$ cat src/verilog/rta_pkg.sv
package rta_pkg;

    // ****************************************************************
    // bus map
    // ****************************************************************
    localparam int          ADDR_W          = 8;
    localparam logic [7:0]  OFS_ALARM0      = 8'h1C;
    localparam logic [7:0]  OFS_ALARM1      = 8'h20;
    localparam logic [7:0]  OFS_KEY         = 8'h24;
    localparam logic [7:0]  OFS_SUBSEC      = 8'h28;
    localparam logic [7:0]  OFS_FLAGS       = 8'h40;
    localparam logic [7:0]  OFS_IRQ_STATUS  = 8'h44;
    localparam logic [7:0]  OFS_IRQ_MASK    = 8'h48;
    localparam logic [7:0]  OFS_LOCK_STATUS = 8'h4C;

    // ****************************************************************
    // alarm field layout
    // ****************************************************************
    localparam int DATE_MASK_BIT   = 31;
    localparam int WEEKDAY_SEL_BIT = 30;
    localparam int DAY_TENS_MSB    = 29;
    localparam int DAY_UNITS_MSB   = 27;
    localparam int DAY_UNITS_LSB   = 24;
    localparam int HOUR_MASK_BIT   = 23;
    localparam int MERIDIEM_BIT    = 22;
    localparam int HOUR_UNITS_LSB  = 16;
    localparam int MINUTE_MASK_BIT = 15;
    localparam int MINUTE_TENS_MSB = 14;
    localparam int MINUTE_UNITS_LSB = 8;
    localparam int SECOND_MASK_BIT = 7;
    localparam int SECOND_TENS_MSB = 6;
    localparam int SECOND_UNITS_LSB = 0;

    // ****************************************************************
    // widths, keys, reset values, event bits
    // ****************************************************************
    localparam int           KEY_W        = 8;
    localparam logic [7:0]   KEY_FIRST    = 8'hCA;
    localparam logic [7:0]   KEY_SECOND   = 8'h53;
    localparam int           SUBSEC_W     = 16;
    localparam int           FACTOR_W     = 15;
    localparam logic [31:0]  ALARM_RESET  = 32'h0000_0000;
    localparam logic [15:0]  SUBSEC_RESET = 16'h0000;
    localparam int           NUM_EVT      = 3;
    localparam int           EVT_ALARM0   = 0;
    localparam int           EVT_ALARM1   = 1;
    localparam int           EVT_REFUSED  = 2;

    typedef enum logic [1:0] {
        LOCK_CLOSED = 2'b00,
        LOCK_HALF   = 2'b01,
        LOCK_OPEN   = 2'b10
    } rta_lock_type;

endpackage : rta_pkg

$ cat src/verilog/rta_cal_if.sv
`timescale 1ns/1ps
`default_nettype none
// current calendar time and its once-per-second update strobe
interface rta_cal_if;
    logic [22:0] time_now;     // meridiem, hour, minute, second in alarm layout
    logic [5:0]  day_now;      // day tens 5:4, day units 3:0
    logic [2:0]  weekday_now;
    logic        update;
    modport source (output time_now, output day_now, output weekday_now, output update);
    modport sink   (input time_now, input day_now, input weekday_now, input update);
endinterface : rta_cal_if
`default_nettype wire

$ cat src/verilog/rta_alarm_match.sv
`timescale 1ns/1ps
`default_nettype none
module rta_alarm_match
    import rta_pkg::*;
(
    input  wire logic [31:0] alarm_in,
    rta_cal_if.sink          cal,
    output logic             hit_out
);
    logic sec_ok;
    logic min_ok;
    logic hour_ok;
    logic date_ok;

    // each field passes when masked or equal
    assign sec_ok  = alarm_in[SECOND_MASK_BIT] ||
                     (alarm_in[SECOND_TENS_MSB:SECOND_UNITS_LSB] ==
                      cal.time_now[SECOND_TENS_MSB:SECOND_UNITS_LSB]);
    assign min_ok  = alarm_in[MINUTE_MASK_BIT] ||
                     (alarm_in[MINUTE_TENS_MSB:MINUTE_UNITS_LSB] ==
                      cal.time_now[MINUTE_TENS_MSB:MINUTE_UNITS_LSB]);
    // meridiem flag travels with the hour digits
    assign hour_ok = alarm_in[HOUR_MASK_BIT] ||
                     (alarm_in[MERIDIEM_BIT:HOUR_UNITS_LSB] ==
                      cal.time_now[MERIDIEM_BIT:HOUR_UNITS_LSB]);
    // weekday mode drops the tens digit entirely
    assign date_ok = alarm_in[DATE_MASK_BIT] ||
                     (alarm_in[WEEKDAY_SEL_BIT] ?
                      (alarm_in[DAY_UNITS_MSB:DAY_UNITS_LSB] == {1'b0, cal.weekday_now}) :
                      (alarm_in[DAY_TENS_MSB:DAY_UNITS_LSB] == cal.day_now));

    assign hit_out = sec_ok && min_ok && hour_ok && date_ok;
endmodule : rta_alarm_match
`default_nettype wire

$ cat src/verilog/rta_subsec.sv
`timescale 1ns/1ps
`default_nettype none
module rta_subsec
    import rta_pkg::*;
(
    input  wire logic                clk_in,
    input  wire logic                bkp_rst_in,
    input  wire logic                sys_rst_in,
    input  wire logic                async_tick_in,
    input  wire logic                init_in,
    input  wire logic                bypass_in,
    input  wire logic [FACTOR_W-1:0] factor_in,
    output logic      [SUBSEC_W-1:0] value_out,
    output logic                     tick_out
);
    logic [SUBSEC_W-1:0] count;
    logic [SUBSEC_W-1:0] shadow;

    // down-counter lives in the backup domain; stops while initialising
    always_ff @(posedge clk_in or posedge bkp_rst_in) begin
        if (bkp_rst_in) begin
            count    <= SUBSEC_RESET;
            tick_out <= 1'b0;
        end else begin
            tick_out <= 1'b0;
            if (async_tick_in && !init_in) begin
                if (count == SUBSEC_RESET) begin
                    count    <= {1'b0, factor_in};
                    tick_out <= 1'b1;
                end else begin
                    count <= count - 16'h0001;
                end
            end
        end
    end

    // shadow copy cleared by system reset, loaded with the pre-step count on every async tick, init or not
    always_ff @(posedge clk_in or posedge sys_rst_in) begin
        if (sys_rst_in) begin
            shadow <= SUBSEC_RESET;
        end else if (async_tick_in) begin
            shadow <= count;
        end
    end

    // bypass reads the live counter, which system reset leaves alone
    assign value_out = bypass_in ? count : shadow;
endmodule : rta_subsec
`default_nettype wire

$ cat src/verilog/rta_top.sv
// The implementer's own choice: strobed register access.
`timescale 1ns/1ps
`default_nettype none

// Operation
// - alarm writes only in init state
// - date mask drops day from compare
// - hour mask drops hour and meridiem
// - minute mask drops minutes from compare
// - second mask drops seconds from compare
// - weekday select compares units as weekday
// - alarm fields hold BCD digits
// - meridiem flag compared with hour
// - backup reset clears alarms, system keeps
// - key register takes eight bits only
// - sub-second register shows prescaler counter
// - system reset zeroes sub-second unless bypass
// - prescaler divides by factor plus one
// - match sets flag, software writes zero
module rta_top
    import rta_pkg::*;
(
    input  wire logic                CLK_IN,
    input  wire logic                RST_IN,
    input  wire logic                BKP_RST_IN,
    input  wire logic [ADDR_W-1:0]   ADDR_IN,
    input  wire logic [31:0]         WDATA_IN,
    input  wire logic                WR_IN,
    input  wire logic                RD_IN,
    input  wire logic                INIT_STATE_IN,
    input  wire logic                SHADOW_BYPASS_IN,
    input  wire logic                ASYNC_TICK_IN,
    input  wire logic [FACTOR_W-1:0] SYNC_FACTOR_IN,
    input  wire logic [22:0]         CAL_TIME_IN,
    input  wire logic [5:0]          CAL_DAY_IN,
    input  wire logic [2:0]          CAL_WEEKDAY_IN,
    input  wire logic                CAL_UPDATE_IN,
    output logic      [31:0]         RDATA_OUT,
    output logic                     ONE_SECOND_TICK_OUT,
    output logic                     ALARM0_FLAG_OUT,
    output logic                     ALARM1_FLAG_OUT,
    output logic                     WRITE_ENABLED_OUT,
    output logic                     IRQ_OUT
);

    // ****************************************************************
    // declarations
    // ****************************************************************
    logic [31:0]         alarm_reg [2];
    logic [1:0]          alarm_hit;
    logic [1:0]          alarm_flag;
    logic [SUBSEC_W-1:0] subsec_value;
    rta_lock_type        lock_state;
    rta_lock_type        next_lock;
    logic [NUM_EVT-1:0]  irq_status;
    logic [NUM_EVT-1:0]  irq_mask;
    logic [NUM_EVT-1:0]  event_pulse;
    logic                key_write;
    logic                alarm_write_try;
    logic                alarm_write_ok;
    logic                flags_write;
    logic                status_write;
    logic [31:0]         next_rdata;

    rta_cal_if cal ();

    // ****************************************************************
    // address decode
    // ****************************************************************

    // one compare shared by the write strobes and the alarm register select
    function automatic logic hits(input logic [ADDR_W-1:0] addr,
                                  input logic [7:0]        offset);
        hits = (addr == offset);
    endfunction

    // write strobes per register
    assign key_write       = WR_IN && hits(ADDR_IN, OFS_KEY);
    assign alarm_write_try = WR_IN && (hits(ADDR_IN, OFS_ALARM0) ||
                                       hits(ADDR_IN, OFS_ALARM1));
    // both the init state and an open key lock must hold
    assign alarm_write_ok  = alarm_write_try && INIT_STATE_IN &&
                             (lock_state == LOCK_OPEN);
    assign flags_write     = WR_IN && hits(ADDR_IN, OFS_FLAGS);
    assign status_write    = WR_IN && hits(ADDR_IN, OFS_IRQ_STATUS);

    // ****************************************************************
    // write protection key
    // ****************************************************************

    // only the low byte is a key; upper bits are ignored
    always_comb begin
        next_lock = lock_state;
        if (key_write) begin
            case (lock_state)
                LOCK_CLOSED: begin
                    next_lock = (WDATA_IN[KEY_W-1:0] == KEY_FIRST) ?
                                LOCK_HALF : LOCK_CLOSED;
                end
                LOCK_HALF: begin
                    next_lock = (WDATA_IN[KEY_W-1:0] == KEY_SECOND) ?
                                LOCK_OPEN : LOCK_CLOSED;
                end
                LOCK_OPEN: begin
                    // any further key write relocks, a first key restarts
                    next_lock = (WDATA_IN[KEY_W-1:0] == KEY_FIRST) ?
                                LOCK_HALF : LOCK_CLOSED;
                end
                default: begin
                    next_lock = LOCK_CLOSED;
                end
            endcase
        end
    end

    // lock state and its mirrored output
    always_ff @(posedge CLK_IN or posedge RST_IN) begin
        if (RST_IN) begin
            lock_state        <= LOCK_CLOSED;
            WRITE_ENABLED_OUT <= 1'b0;
        end else begin
            lock_state        <= next_lock;
            WRITE_ENABLED_OUT <= (next_lock == LOCK_OPEN);
        end
    end

    // ****************************************************************
    // alarm registers
    // ****************************************************************

    // backup domain only: a system reset must not disturb the alarms
    always_ff @(posedge CLK_IN or posedge BKP_RST_IN) begin
        if (BKP_RST_IN) begin
            alarm_reg[0] <= ALARM_RESET;
            alarm_reg[1] <= ALARM_RESET;
        end else if (alarm_write_ok) begin
            if (hits(ADDR_IN, OFS_ALARM0)) begin
                alarm_reg[0] <= WDATA_IN;
            end else begin
                alarm_reg[1] <= WDATA_IN;
            end
        end
    end

    // ****************************************************************
    // alarm comparison
    // ****************************************************************

    // calendar values are produced on this clock, so no synchroniser
    assign cal.time_now    = CAL_TIME_IN;
    assign cal.day_now     = CAL_DAY_IN;
    assign cal.weekday_now = CAL_WEEKDAY_IN;
    assign cal.update      = CAL_UPDATE_IN;

    // one comparator per alarm
    genvar gi;
    generate
        for (gi = 0; gi < 2; gi++) begin : g_match
            rta_alarm_match u_match (
                .alarm_in (alarm_reg[gi]),
                .cal      (cal.sink),
                .hit_out  (alarm_hit[gi])
            );
        end
    endgenerate

    // a match only counts on the update strobe, so one per second
    assign event_pulse[EVT_ALARM0]  = alarm_hit[0] && cal.update;
    assign event_pulse[EVT_ALARM1]  = alarm_hit[1] && cal.update;
    assign event_pulse[EVT_REFUSED] = alarm_write_try && !alarm_write_ok;

    // ****************************************************************
    // alarm flags
    // ****************************************************************

    // writing zero clears; a match in the same cycle wins
    generate
        for (gi = 0; gi < 2; gi++) begin : g_flag
            always_ff @(posedge CLK_IN or posedge RST_IN) begin
                if (RST_IN) begin
                    alarm_flag[gi] <= 1'b0;
                end else if (event_pulse[gi]) begin
                    alarm_flag[gi] <= 1'b1;
                end else if (flags_write && !WDATA_IN[gi]) begin
                    alarm_flag[gi] <= 1'b0;
                end
            end
        end
    endgenerate

    // flag outputs register the sticky flags ORed with the match pulses
    always_ff @(posedge CLK_IN or posedge RST_IN) begin
        if (RST_IN) begin
            ALARM0_FLAG_OUT <= 1'b0;
            ALARM1_FLAG_OUT <= 1'b0;
        end else begin
            ALARM0_FLAG_OUT <= alarm_flag[0] || event_pulse[EVT_ALARM0];
            ALARM1_FLAG_OUT <= alarm_flag[1] || event_pulse[EVT_ALARM1];
        end
    end

    // ****************************************************************
    // interrupt status and mask
    // ****************************************************************

    // sticky bits, cleared by writing one; a new event wins over the clear
    generate
        for (gi = 0; gi < NUM_EVT; gi++) begin : g_irq
            always_ff @(posedge CLK_IN or posedge RST_IN) begin
                if (RST_IN) begin
                    irq_status[gi] <= 1'b0;
                end else if (event_pulse[gi]) begin
                    irq_status[gi] <= 1'b1;
                end else if (status_write && WDATA_IN[gi]) begin
                    irq_status[gi] <= 1'b0;
                end
            end
        end
    endgenerate

    // mask register, one enable per status bit
    always_ff @(posedge CLK_IN or posedge RST_IN) begin
        if (RST_IN) begin
            irq_mask <= '0;
        end else if (WR_IN && hits(ADDR_IN, OFS_IRQ_MASK)) begin
            irq_mask <= WDATA_IN[NUM_EVT-1:0];
        end
    end

    // level output, one cycle behind the status bits
    always_ff @(posedge CLK_IN or posedge RST_IN) begin
        if (RST_IN) begin
            IRQ_OUT <= 1'b0;
        end else begin
            IRQ_OUT <= |(irq_status & irq_mask);
        end
    end

    // ****************************************************************
    // synchronous prescaler and sub-second value
    // ****************************************************************

    // fraction of a second is left to software: (factor - count) / (factor + 1)
    rta_subsec u_subsec (
        .clk_in        (CLK_IN),
        .bkp_rst_in    (BKP_RST_IN),
        .sys_rst_in    (RST_IN),
        .async_tick_in (ASYNC_TICK_IN),
        .init_in       (INIT_STATE_IN),
        .bypass_in     (SHADOW_BYPASS_IN),
        .factor_in     (SYNC_FACTOR_IN),
        .value_out     (subsec_value),
        .tick_out      (ONE_SECOND_TICK_OUT)
    );

    // ****************************************************************
    // read path
    // ****************************************************************

    // key register is write-only and unmapped offsets both read zero
    always_comb begin
        next_rdata = 32'h0000_0000;
        case (ADDR_IN)
            OFS_ALARM0: begin
                next_rdata = alarm_reg[0];
            end
            OFS_ALARM1: begin
                next_rdata = alarm_reg[1];
            end
            OFS_SUBSEC: begin
                // whole word only; upper half is always zero
                next_rdata = {16'h0000, subsec_value};
            end
            OFS_FLAGS: begin
                next_rdata = {30'h0000_0000, alarm_flag};
            end
            OFS_IRQ_STATUS: begin
                next_rdata = {29'h0000_0000, irq_status};
            end
            OFS_IRQ_MASK: begin
                next_rdata = {29'h0000_0000, irq_mask};
            end
            OFS_LOCK_STATUS: begin
                next_rdata = {29'h0000_0000, INIT_STATE_IN, lock_state};
            end
            default: begin
                next_rdata = 32'h0000_0000;
            end
        endcase
    end

    // data valid in the cycle after the read strobe only
    always_ff @(posedge CLK_IN or posedge RST_IN) begin
        if (RST_IN) begin
            RDATA_OUT <= 32'h0000_0000;
        end else if (RD_IN) begin
            RDATA_OUT <= next_rdata;
        end else begin
            RDATA_OUT <= 32'h0000_0000;
        end
    end

endmodule : rta_top
`default_nettype wire

$ cat config.mk
export PLATFORM = sky130hd
export DESIGN_NAME = rta_top
export DESIGN_NICKNAME = d
export VERILOG_FILES = /design/src/verilog/rta_pkg.sv /design/src/verilog/rta_cal_if.sv /design/src/verilog/rta_alarm_match.sv /design/src/verilog/rta_subsec.sv /design/src/verilog/rta_top.sv
export SDC_FILE = /design/constraint.sdc
export NUM_CORES = 1
export LEC_CHECK = 0
export BUFFER_PORTS_ARGS = -buffer_cell sky130_fd_sc_hd__buf_2
export CAP_MARGIN = 20
export CORE_MARGIN = 8
export CORE_UTILIZATION = 56
export DETAILED_ROUTE_END_ITERATION = 7
export PLACE_DENSITY = 0.81
export REMOVE_ABC_BUFFERS = 1
export SYNTH_ARGS = -nofsm -noshare
export SYNTH_HDL_FRONTEND = slang
export SYNTH_SLANG_ARGS = --single-unit
$ cat constraint.sdc
create_clock -name CLK_IN -period 3.4 [get_ports CLK_IN]
set_clock_uncertainty 0.2 [all_clocks]
set_input_delay 0.34 -clock CLK_IN [delete_from_list [all_inputs] [get_ports CLK_IN]]
set_output_delay 0.34 -clock CLK_IN [all_outputs]
set_load 0.005 [all_outputs]
Word-level counts from Yosys, hierarchy flattened. Cells that the tools add are included.

Flip-flop bits (word level): 143. Bits in latches: 0. Memory bits (writable): 0. ROM bits: 0. Output and inout bits: 37. Logic and storage cells: 113. Memories: 0.

$add $sub $neg: 1. Multipliers: 0. Div/mod/pow operators: 0. $lt $le $gt $ge: 0. Equality and inequality tests: 23. Shift operators: 0. Mux-type cells: 22. Bitwise gates (word level): 2. Reductions and logical operators: 48.

Operators by type and width (number): $pmux W32 S7 (1); $eq A7 B7 Y1 (6); $eq A8 B7 Y1 const B (5); $mux W16 (2); $mux W32 (1); $eq A8 B6 Y1 const B (3); $logic_and A1 B1 Y1 (22); $logic_not A16 Y1 (1); $sub A16 B1 Y16 const B (1); $mux W1 (15); $eq A6 B6 Y1 (2); $logic_or A1 B1 Y1 (11); $reduce_bool A2 Y1 (5); $eq A4 B3 Y1 (2); $eq A8 B5 Y1 const B (1); $eq A8 B8 Y1 const B (1); $eq A2 B2 Y1 const B (2); $logic_not A1 Y1 (4); $mux W2 (2); $pmux W2 S2 (1); $reduce_and A2 Y1 (2); $and A3 B3 Y3 (1); $reduce_or A3 Y1 (1); $eq A2 B1 Y1 const B (1); other kinds (3) (3).

Longest topological paths before layout. Gate-level depths: netlist (run 1).

Depth after elaboration: 8. Mapped depth: 7. Depth with buffers taken out: 7.

Modules after synthesis. A second synthesis (run 1) with hierarchy kept.

Cells, all modules: 607. Area, all modules: 7255.7 µm².

Modules (own cells, without submodules): rta_top (times used 1, cells each 344, area each 4588.2 µm²); rta_subsec (times used 1, cells each 179, area each 1964.4 µm²); rta_alarm_match (times used 2, cells each 42, area each 351.6 µm²).

Least setup slack after synthesis (run 1). Ideal clock, no wire load.

Path kind: input -> register. Start: in ADDR_IN[1]. End: reg alarm_reg[32] in the netlist's numbering. Data arrival time: 1.887 ns. Required time: 3.072 ns. Path slack: 1.185 ns. Stages on the path: 6. Buffers on the path: 2. Cell sequence: or4_4 -> nor2_4 -> and4_1 -> buf_2 -> buf_4 -> mux2_1.

Cells in the longest elaborated chain, start to end: 6. Elaborated cells on any way between the ends: 7. Classes of those cells: 2 x eq/ne; 5 x reduce/logical.

Ends and longest elaborated chain: start: declaration (RTL line rta_top.sv:26) `input wire logic [ADDR_W-1:0] ADDR_IN,`; $eq A8 B5 Y1 or $eq A8 B6 Y1 (tied branches) (RTL line rta_top.sv:74) `hits = (addr == offset);`; $logic_or A1 B1 Y1 (RTL line rta_top.sv:79) `assign alarm_write_try = WR_IN && (hits(ADDR_IN, OFS_ALARM0) ||`; $logic_and A1 B1 Y1 (RTL line rta_top.sv:79); $logic_and A1 B1 Y1 (2 in series) (RTL line rta_top.sv:82) `assign alarm_write_ok = alarm_write_try && INIT_STATE_IN &&`; $reduce_and A2 Y1 (no source line) *; end: declaration (RTL line rta_top.sv:49) `logic [31:0] alarm_reg [2];`.

Every way passes the cells marked *; elsewhere a longest branch is shown, timed or not. A chain may end at the register's enable or synchronous reset.

Worst setup path in the final report (run 1).
Start: reg u_subsec.count[4]. End: reg u_subsec.count[14].

Cells in the longest elaborated chain, start to end: 2. Elaborated cells on any way between the ends: 3. Classes of those cells: 1 x add/sub; 1 x mux; 1 x reduce/logical.

Ends and longest elaborated chain: start: declaration (RTL line rta_subsec.sv:16) `logic [SUBSEC_W-1:0] count;`; start signal: assignment (RTL line rta_subsec.sv:28) `count <= {1'b0, factor_in};`; start signal: assignment (RTL line rta_subsec.sv:31) `count <= count - 16'h0001;`; $sub A16 B1 Y16 or $logic_not A16 Y1 (tied branches) (RTL line rta_subsec.sv:31, rta_subsec.sv:27); $mux W16 * (RTL line rta_subsec.sv:27) `if (count == SUBSEC_RESET) begin`.

Marked as above.

==> results of run 1 <==
## cell usage in the layout, fill, tap and decap left out, types with 3 or more instances in the layout
master and count:
a21oi_1 18, a221o_1 3, a222oi_1 4, a22oi_1 30
a2bb2oi_1 5, a41o_1 4, buf_2 130, buf_4 10
clkbuf_16 17, clkbuf_8 3, clkinv_2 7, dfrtp_1 143
dlygate4sd3_1 37, inv_1 11, mux2_1 68, mux2_2 33
mux2i_1 3, nand2_1 35, nand2b_1 5, nand3_1 7
nand3b_1 3, nand4_1 12, nand4b_1 3, nor2_1 18
nor2b_1 21, nor3_1 7, nor4_1 6, o21ai_0 10
o21ai_1 5, o22ai_1 3, or4_1 4, xnor2_1 32
xor2_1 28
## kinds of logic after synthesis
| group | after synthesis | synth area share [%] |
|---|---|---|
| mux | 106 | 17.4 |
| buf+inv | 38 | 2.34 |
| simple gates | 135 | 11.0 |
| flops | 143 | 51.5 |
| compound gates | 97 | 9.85 |
| fa+ha+maj | 2 | 0.360 |
| xor+xnor | 60 | 7.56 |
## report_power, final
| group | internal [uW] | switching (uW) | leakage [uW] | total, uW |
|---|---|---|---|---|
| Clock | 1130 | 697 | 0.000288 | 1830 |
| Sequential | 1820 | 130 | 0.00195 | 1940 |
| Combinational | 264 | 252 | 0.00212 | 516 |
| Total | 3210 | 1080 | 0.00436 | 4290 |
## per-layer routing
layer  GRT usage, %  vias to the layer above  share of wire [%]
li1               -                     2463                  -
met1           29.9                     2731                 41
met2           38.8                      275                 48
met3           6.49                       36                8.3
met4           10.4                        0                2.6
met5              0                        -                  0
## through the flow
stage | hold slack [ps] | total power, uW
floorplan | 246 | 2230
global placement | 287 | 2420
detailed placement | 224 | 2450
CTS | 2.17 | 4300
global route | 9.34 | 4460
finish | 21.9 | 4290
## worst min-delay path by stage
stage | start | end | slack, ps | cells past startpoint
2_1_floorplan | alarm_flag[0]$_DFFE_PP0P_ | ALARM0_FLAG_OUT$_DFF_PP0_ | 250 | 1
3_3_place_gp | u_subsec.shadow[5]$_DFFE_PP0P_ | u_subsec.shadow[5]$_DFFE_PP0P_ | 290 | 1
3_5_place_dp | BKP_RST_IN | alarm_reg[53]$_DFFE_PP0P_ | 220 | 2
4_1_cts | WDATA_IN[4] | alarm_reg[36]$_DFFE_PP0P_ | 2 | 2
5_1_grt | WDATA_IN[1] | alarm_reg[1]$_DFFE_PP0P_ | 9 | 2
6_report | WDATA_IN[4] | alarm_reg[36]$_DFFE_PP0P_ | 20 | 2
## area by class of cell
type	count	area (sq um)	area share (%)
Tap cell	168	210	2.39
Clock inverter	11	114	1.30
Multi-Input combinational cell	400	3220	36.7
Timing Repair Buffer	179	1140	12.9
Inverter	13	50.0	0.570
Sequential cell	143	3580	40.8
Clock buffer	21	470	5.36
## worst max-delay path: stages, from the launching register on
cell and delay, ps:
dfrtp_1 460, nor3_2 440, nand3_1 210, or2_1 470
nor2_1 360, a221o_1 210
==> key figures, run 1 <==
Yosys
  – Syn avg cell area: approximately 12 sq um
  – Synth area leaders: dfrtp_1 (51%), mux2_1 (11%), mux2_2 (5.3%), xnor2_1 (4.0%), xor2_1 (3.5%)
  – Share of the synthesized area in the top cell type: 51.5%
  – Synthesized area: between 0.006 and 0.007 sq mm
  – Synth unique cells: 56
  – Yosys top cell by area: dfrtp_1
  – Post-synthesis async set-or-reset flop share: 100%
  – Most frequent cell after synthesis: dfrtp_1
  – Register area share after synthesis: about half
  – Commonest cells post-synth: dfrtp_1 (143), mux2_1 (68), nand2_1 (35), mux2_2 (33), xnor2_1 (32)
  – Yosys reg bits: roughly 140
  – Cells after synthesis: between 500 and 600
  – Most used DFF post-synth: dfrtp_1
  – Post-synth EDFFs: 0
  – Yosys warning total: 0

Clock tree
  – Number of H-tree levels: 4
  – Clock Latency Late Sink: between 400 and 500 ps
  – Post-CTS Setup Repair Bufs: 0
  – Clk root buf: clkbuf_16
  – TritonCTS clock tree: done
  – CTS Buffer Depth: 2
  – Hold buffer count at cts: 36
  – CTS clk-pin slew, worst paths: ~60 ps
  – Num CTS Buffers: 17
  – Post-CTS resize count: 0
  – Clock Sinks: 143

Placement
  – GPL Wtd Cong: 0.914
  – IO Port Bufs: 130
  – Worst slack at placement: 883 ps
  – Placed cell area: a little under 0.008 sq mm
  – Hpwl dp: 12900 microns
  – Placed Instances: ~870

Timing
  – Setup slack after layout: slightly below 1000 ps
  – Fmax: about 410 MHz
  – Post-route setup TNS: 0 ps
  – Max-Slew Margin vs Limit: about 54%
  – # setup viols final: 0
  – Slew @ Worst Pin: 683 ps
  – Unrepaired setup endpoints after global routing: false
  – Fin. Hold Viols: 0
  – Final period utilization: just over 70%
  – Max-slew violations: 0
  – Final min period: approximately 2400 ps

Routing
  – Drt pass-1 iters: 5
  – Routed via count: about 5500
  – DRC errors left: 0
  – Iter 0 DRT Violations: about 530
  – WL final: about 19000 microns
  – Post-route antenna net violation count: 0
  – Drt via density: ~6
  – Routed WL per cell: approximately 20 microns

Worst setup path
  – RR Endpoint: u_subsec.count[14]$_DFFE_PP0P_
  – Crit path kind: reg -> reg
  – Worst Path Max Fanout: 13
  – Startpoint types: flop
  – R2r startpoint: u_subsec.count[4]$_DFFE_PP0P_
  – Critical path origin: u_subsec.count[4]$_DFFE_PP0P_
  – R2R Setup Slk: a little under 1000 ps
  – Data required, critical path: 3550 ps
  – Crit path to: u_subsec.count[14]$_DFFE_PP0P_
  – Critical Path AT: 2580 ps
  – Cell depth of the worst flop-to-flop path: 5
  – Setup crit end kind: flop

Die
  – Die Area: about 0.016 sq mm
  – Initial core utilization: ~58%
  – CORE AREA: about 0.012 sq mm
  – # rows: 40
  – Die W: ~130 microns
  – Die height: 127 microns
  – Ports: around 130

Global route
  – Largest net degree at the start of global routing: 49
  – Vias in the first global route: around 6000
  – Gr ovfl total: 0
  – GRT Util Overall: between 20 and 25%
  – Initial antenna violation count: 0
  – First-pass GRT wire length: 30600 microns

Power
  – Max rail drop VDD: 0.317 mV
  – Power per cell area: about 500 mW/mm^2
  – Leak pwr: 0.00436 uW

Finish
  – N_diodes: 0
  – Final Instance Area: about 0.0088 sq mm
  – Number of flip-flops in the largest register: 64
  – Area Growth Syn to Fin: 26.3%
  – Final Util: 72.8%
  – Fin cells: between 900 and 1000
  – Nets: 852
  – # fillers: between 700 and 800
  – Fraction of layout cells with a size suffix above 1: approximately 28%

Flow run
  – Max-cap violations: 0

Hold path
  – Min-delay worst type: in -> reg

Status
  – Status: completed
Note: power is estimated with default switching activity, not from simulation.
==> inputs of run 2 (changes only) <==
--- a/config.mk
+++ b/config.mk
@@ -8,9 +8,9 @@
 export BUFFER_PORTS_ARGS = -buffer_cell sky130_fd_sc_hd__buf_2
 export CAP_MARGIN = 20
 export CORE_MARGIN = 8
-export CORE_UTILIZATION = 56
+export CORE_UTILIZATION = 50
 export DETAILED_ROUTE_END_ITERATION = 7
-export PLACE_DENSITY = 0.81
+export PLACE_DENSITY = 0.76
 export REMOVE_ABC_BUFFERS = 1
 export SYNTH_ARGS = -nofsm -noshare
 export SYNTH_HDL_FRONTEND = slang
==> constraint.sdc (replaced) <==
create_clock -name CLK_IN -period 2 [get_ports CLK_IN]
set_clock_uncertainty 0.2 [all_clocks]
set_input_delay 0.2 -clock CLK_IN [delete_from_list [all_inputs] [get_ports CLK_IN]]
set_output_delay 0.2 -clock CLK_IN [all_outputs]
set_load 0.005 [all_outputs]
==> run 2 against run 1 <==
Combinational power rose by 140%. Total power rose by 77%. Largest cell class unchanged. Global-route usage fell by 1.4 points. The flow now finishes with violations (setup timing). Register-to-register slack got worse by 1000 ps. Utilization fell by 4.0 points. Largest power group unchanged. Critical path type unchanged. Die area rose by 10%. Wire length rose by 7.0%. Clock power rose by 68%. Cell count rose by 7.9%.
==> key figures, run 2 (same netlist as run 1, synthesis figures left out) <==
Finish
  – Nets: 914 (was 852)
  – Number of flip-flops in the largest register: 64 (unchanged)
  – Area Growth Syn to Fin: 35.8% (was 26.3%)
  – Fraction of layout cells with a size suffix above 1: 33.9% (was 28.4%)
  – Most frequent cells in the layout: dfrtp_1 (143), buf_2 (130), mux2_1 (68) (unchanged)
  – Final Instance Area: 0.00944 sq mm (was 0.00878 sq mm)
  – Commonest non-fill, non-tap cell in the layout: dfrtp_1 (unchanged)
  – Final Util: 68.8% (was 72.8%)
  – N_diodes: 0 (unchanged)

Clock tree
  – CTS Buffer Depth: 2 (unchanged)
  – Number of H-tree levels: 4 (unchanged)
  – Clock Latency Late Sink: 410 ps (was 420 ps)
  – Clk root buf: clkbuf_16 (unchanged)
  – TritonCTS clock tree: done (unchanged)
  – Clock Sinks: 143 (unchanged)
  – Num CTS Buffers: 17 (unchanged)
  – CTS clk-pin slew, worst paths: 60 ps (about the same)

Hold path
  – Min-delay worst type: in -> reg (unchanged)

Routing
  – Routed WL per cell: 19.9 microns (was 20.1 microns)
  – Routed via count: 5720 (was 5505)
  – Post-route antenna net violation count: 0 (unchanged)
  – Drt via density: 5.67 (was 5.89)
  – WL final: 20100 microns (was 18800 microns)
  – Drt pass-1 iters: 5 (unchanged)
  – Iter 0 DRT Violations: 440 (was 532)
  – DRC errors left: 0 (unchanged)

Power
  – Combinational power share: 16.5% (was 12.0%)
  – Power after layout: 7570 uW (was 4290 uW)
  – Sequential share of power: 42.9% (was 45.4%)
  – P_sw: 1920 uW (was 1080 uW)
  – Max rail drop VDD: 0.498 mV (was 0.317 mV)
  – Cell-internal power: 5650 uW (was 3210 uW)
  – Power per cell area: 802 mW/mm^2 (was 488 mW/mm^2)
  – Clock power share: 40.6% (was 42.6%)
  – Switch share: 25.4% (was 25.2%)
  – Leak pwr: 0.00469 uW (was 0.00436 uW)

Timing
  – Setup slack after layout: -29.8 ps (was 976 ps)
  – Fin. Hold Viols: 0 (unchanged)
  – Fmax: 493 MHz (was 413 MHz)
  – Post-route setup TNS: -29.8 ps (was 0 ps)
  – Max-slew violations: 0 (unchanged)
  – Final period utilization: 101% (was 71.3%)
  – Slew @ Worst Pin: 561 ps (was 683 ps)
  – Max-Slew Margin vs Limit: 62.5% (was 54.3%)
  – Final min period: 2030 ps (was 2420 ps)
  – # setup viols final: 1 (was 0)
  – Unrepaired setup endpoints after global routing: true (was false)

Flow run
  – Max-cap violations: 0 (unchanged)

Global route
  – Vias in the first global route: 6212 (was 5987)
  – GRT Util Overall: 22.7% (was 24.1%)
  – Initial antenna violation count: 0 (unchanged)
  – Largest net degree at the start of global routing: 42 (was 49)
  – First-pass GRT wire length: 32200 microns (was 30600 microns)
  – Gr ovfl total: 0 (unchanged)

Worst setup path
  – Critical-path top delay cell: or4_4 (was or2_1)
  – Family with the most delay on the worst path: simple AND/OR/NAND/NOR gates (unchanged)
  – Slowest Stage Delay on Critical Path: 460 ps (was 470 ps)
  – Startpoint types: flop (unchanged)
  – RR Endpoint: u_subsec.count[14]$_DFFE_PP0P_ (unchanged)
  – Worst Path Max Fanout: 2 (was 13)
  – WP depth: 6 (was 5)
  – Critical Path AT: 2130 ps (was 2580 ps)
  – Critical path origin: u_subsec.count[0]$_DFFE_PP0P_ (was u_subsec.count[4]$_DFFE_PP0P_)
  – Crit-path cells: inv_1, ha_2, nor2b_4, nand3b_1, or4_4, a221o_1 (was nor3_2, nand3_1, or2_1, nor2_1, a221o_1)
  – Crit path kind: reg -> reg (unchanged)
  – Data required, critical path: 2100 ps (was 3550 ps)
  – Setup crit end kind: flop (unchanged)
  – R2r startpoint: u_subsec.count[0]$_DFFE_PP0P_ (was u_subsec.count[4]$_DFFE_PP0P_)
  – R2R Setup Slk: -30 ps (was 980 ps)
  – Crit path to: u_subsec.count[14]$_DFFE_PP0P_ (unchanged)
  – Cell depth of the worst flop-to-flop path: 6 (was 5)
  – Worst Path Buf+Inv: 1 (was 0)

Die
  – Die W: 134 microns (was 127 microns)
  – CORE AREA: 0.0137 sq mm (was 0.0121 sq mm)
  – Die height: 134 microns (was 127 microns)
  – # rows: 43 (was 40)
  – Ports: 133 (unchanged)
  – Initial core utilization: 50.7% (was 57.6%)
  – Die Area: 0.0179 sq mm (was 0.0162 sq mm)

Placement
  – GPL Wtd Cong: 0.904 (was 0.914)
  – IO Port Bufs: 130 (unchanged)
  – Hpwl dp: 14000 microns (was 12900 microns)
  – Placed cell area: 0.00822 sq mm (was 0.00780 sq mm)

Status
  – Violated checks: setup timing
  – Status: finished, violations left (was completed)
[run 2: repair_timing]
action / 4_1_cts / 5_1_grt
hold buffers: 51 / 0
gates resized for setup: 4 / 17
setup endpoints to repair: 9 / 18
pin swaps: 2 / 5
setup buffers: 0 / 4
endpoints found under the hold margin: 154 / 0
[run 2: cell type report]
class / count / area, sq um
Tap cell: 180 / 225
Fill cell: 988 / 4280
Multi-Input combinational cell: 400 / 3320
Inverter: 13 / 48.8
Clock buffer: 23 / 468
Timing Repair Buffer: 241 / 1690
Sequential cell: 143 / 3580
Clock inverter: 9 / 110
[run 2: power groups by stage]
stage                     clock network [uW]  registers [uW]  logic, uW
after floorplan                            0            3270        518
after global routing                    3240            3270       1370
after detailed placement                   0            3280       1100
after CTS                               3110            3230       1200
final                                   3070            3240       1250
after global placement                     0            3260       1060
[run 2: tightest hold or removal path, stage by stage]
cell and delay [ps]:
buf_2 150, o31ai_2 110, buf_4 130, a21oi_1 40
[run 2: per-layer routing]
layer	global-route usage (%)	vias up	part of all wire (%)
met5	0	-	0
met2	38.3	214	51
met4	9.23	0	2.6
met1	28.0	2874	41
met3	4.41	45	5.6
li1	-	2587	-
[run 2: worst min path at each step]
stage | cells after the start | end | slack, ps | from
floorplan | 2 | irq_status[2]$_DFFE_PP0P_ | 130 | WR_IN
global placement | 2 | alarm_reg[16]$_DFFE_PP0P_ | 40 | BKP_RST_IN
detailed placement | 2 | alarm_reg[49]$_DFFE_PP0P_ | 40 | BKP_RST_IN
CTS | 4 | RDATA_OUT[6]$_DFF_PP0_ | 50 | RD_IN
global route | 4 | RDATA_OUT[3]$_DFF_PP0_ | 60 | RD_IN
finish | 4 | RDATA_OUT[3]$_DFF_PP0_ | 60 | RD_IN
[run 2: stage by stage]
| stage | cells | hold slack [ps] | worst slack [ps] |
|---|---|---|---|
| after CTS | 1005 | 45.9 | 12.4 |
| after global routing | 1009 | 60.4 | -79.7 |
| final | 1009 | 60.6 | -29.8 |
| after global placement | 922 | 39.0 | -156 |
| after floorplan | 556 | 128 | -1820 |
| after detailed placement | 922 | 41.2 | -209 |
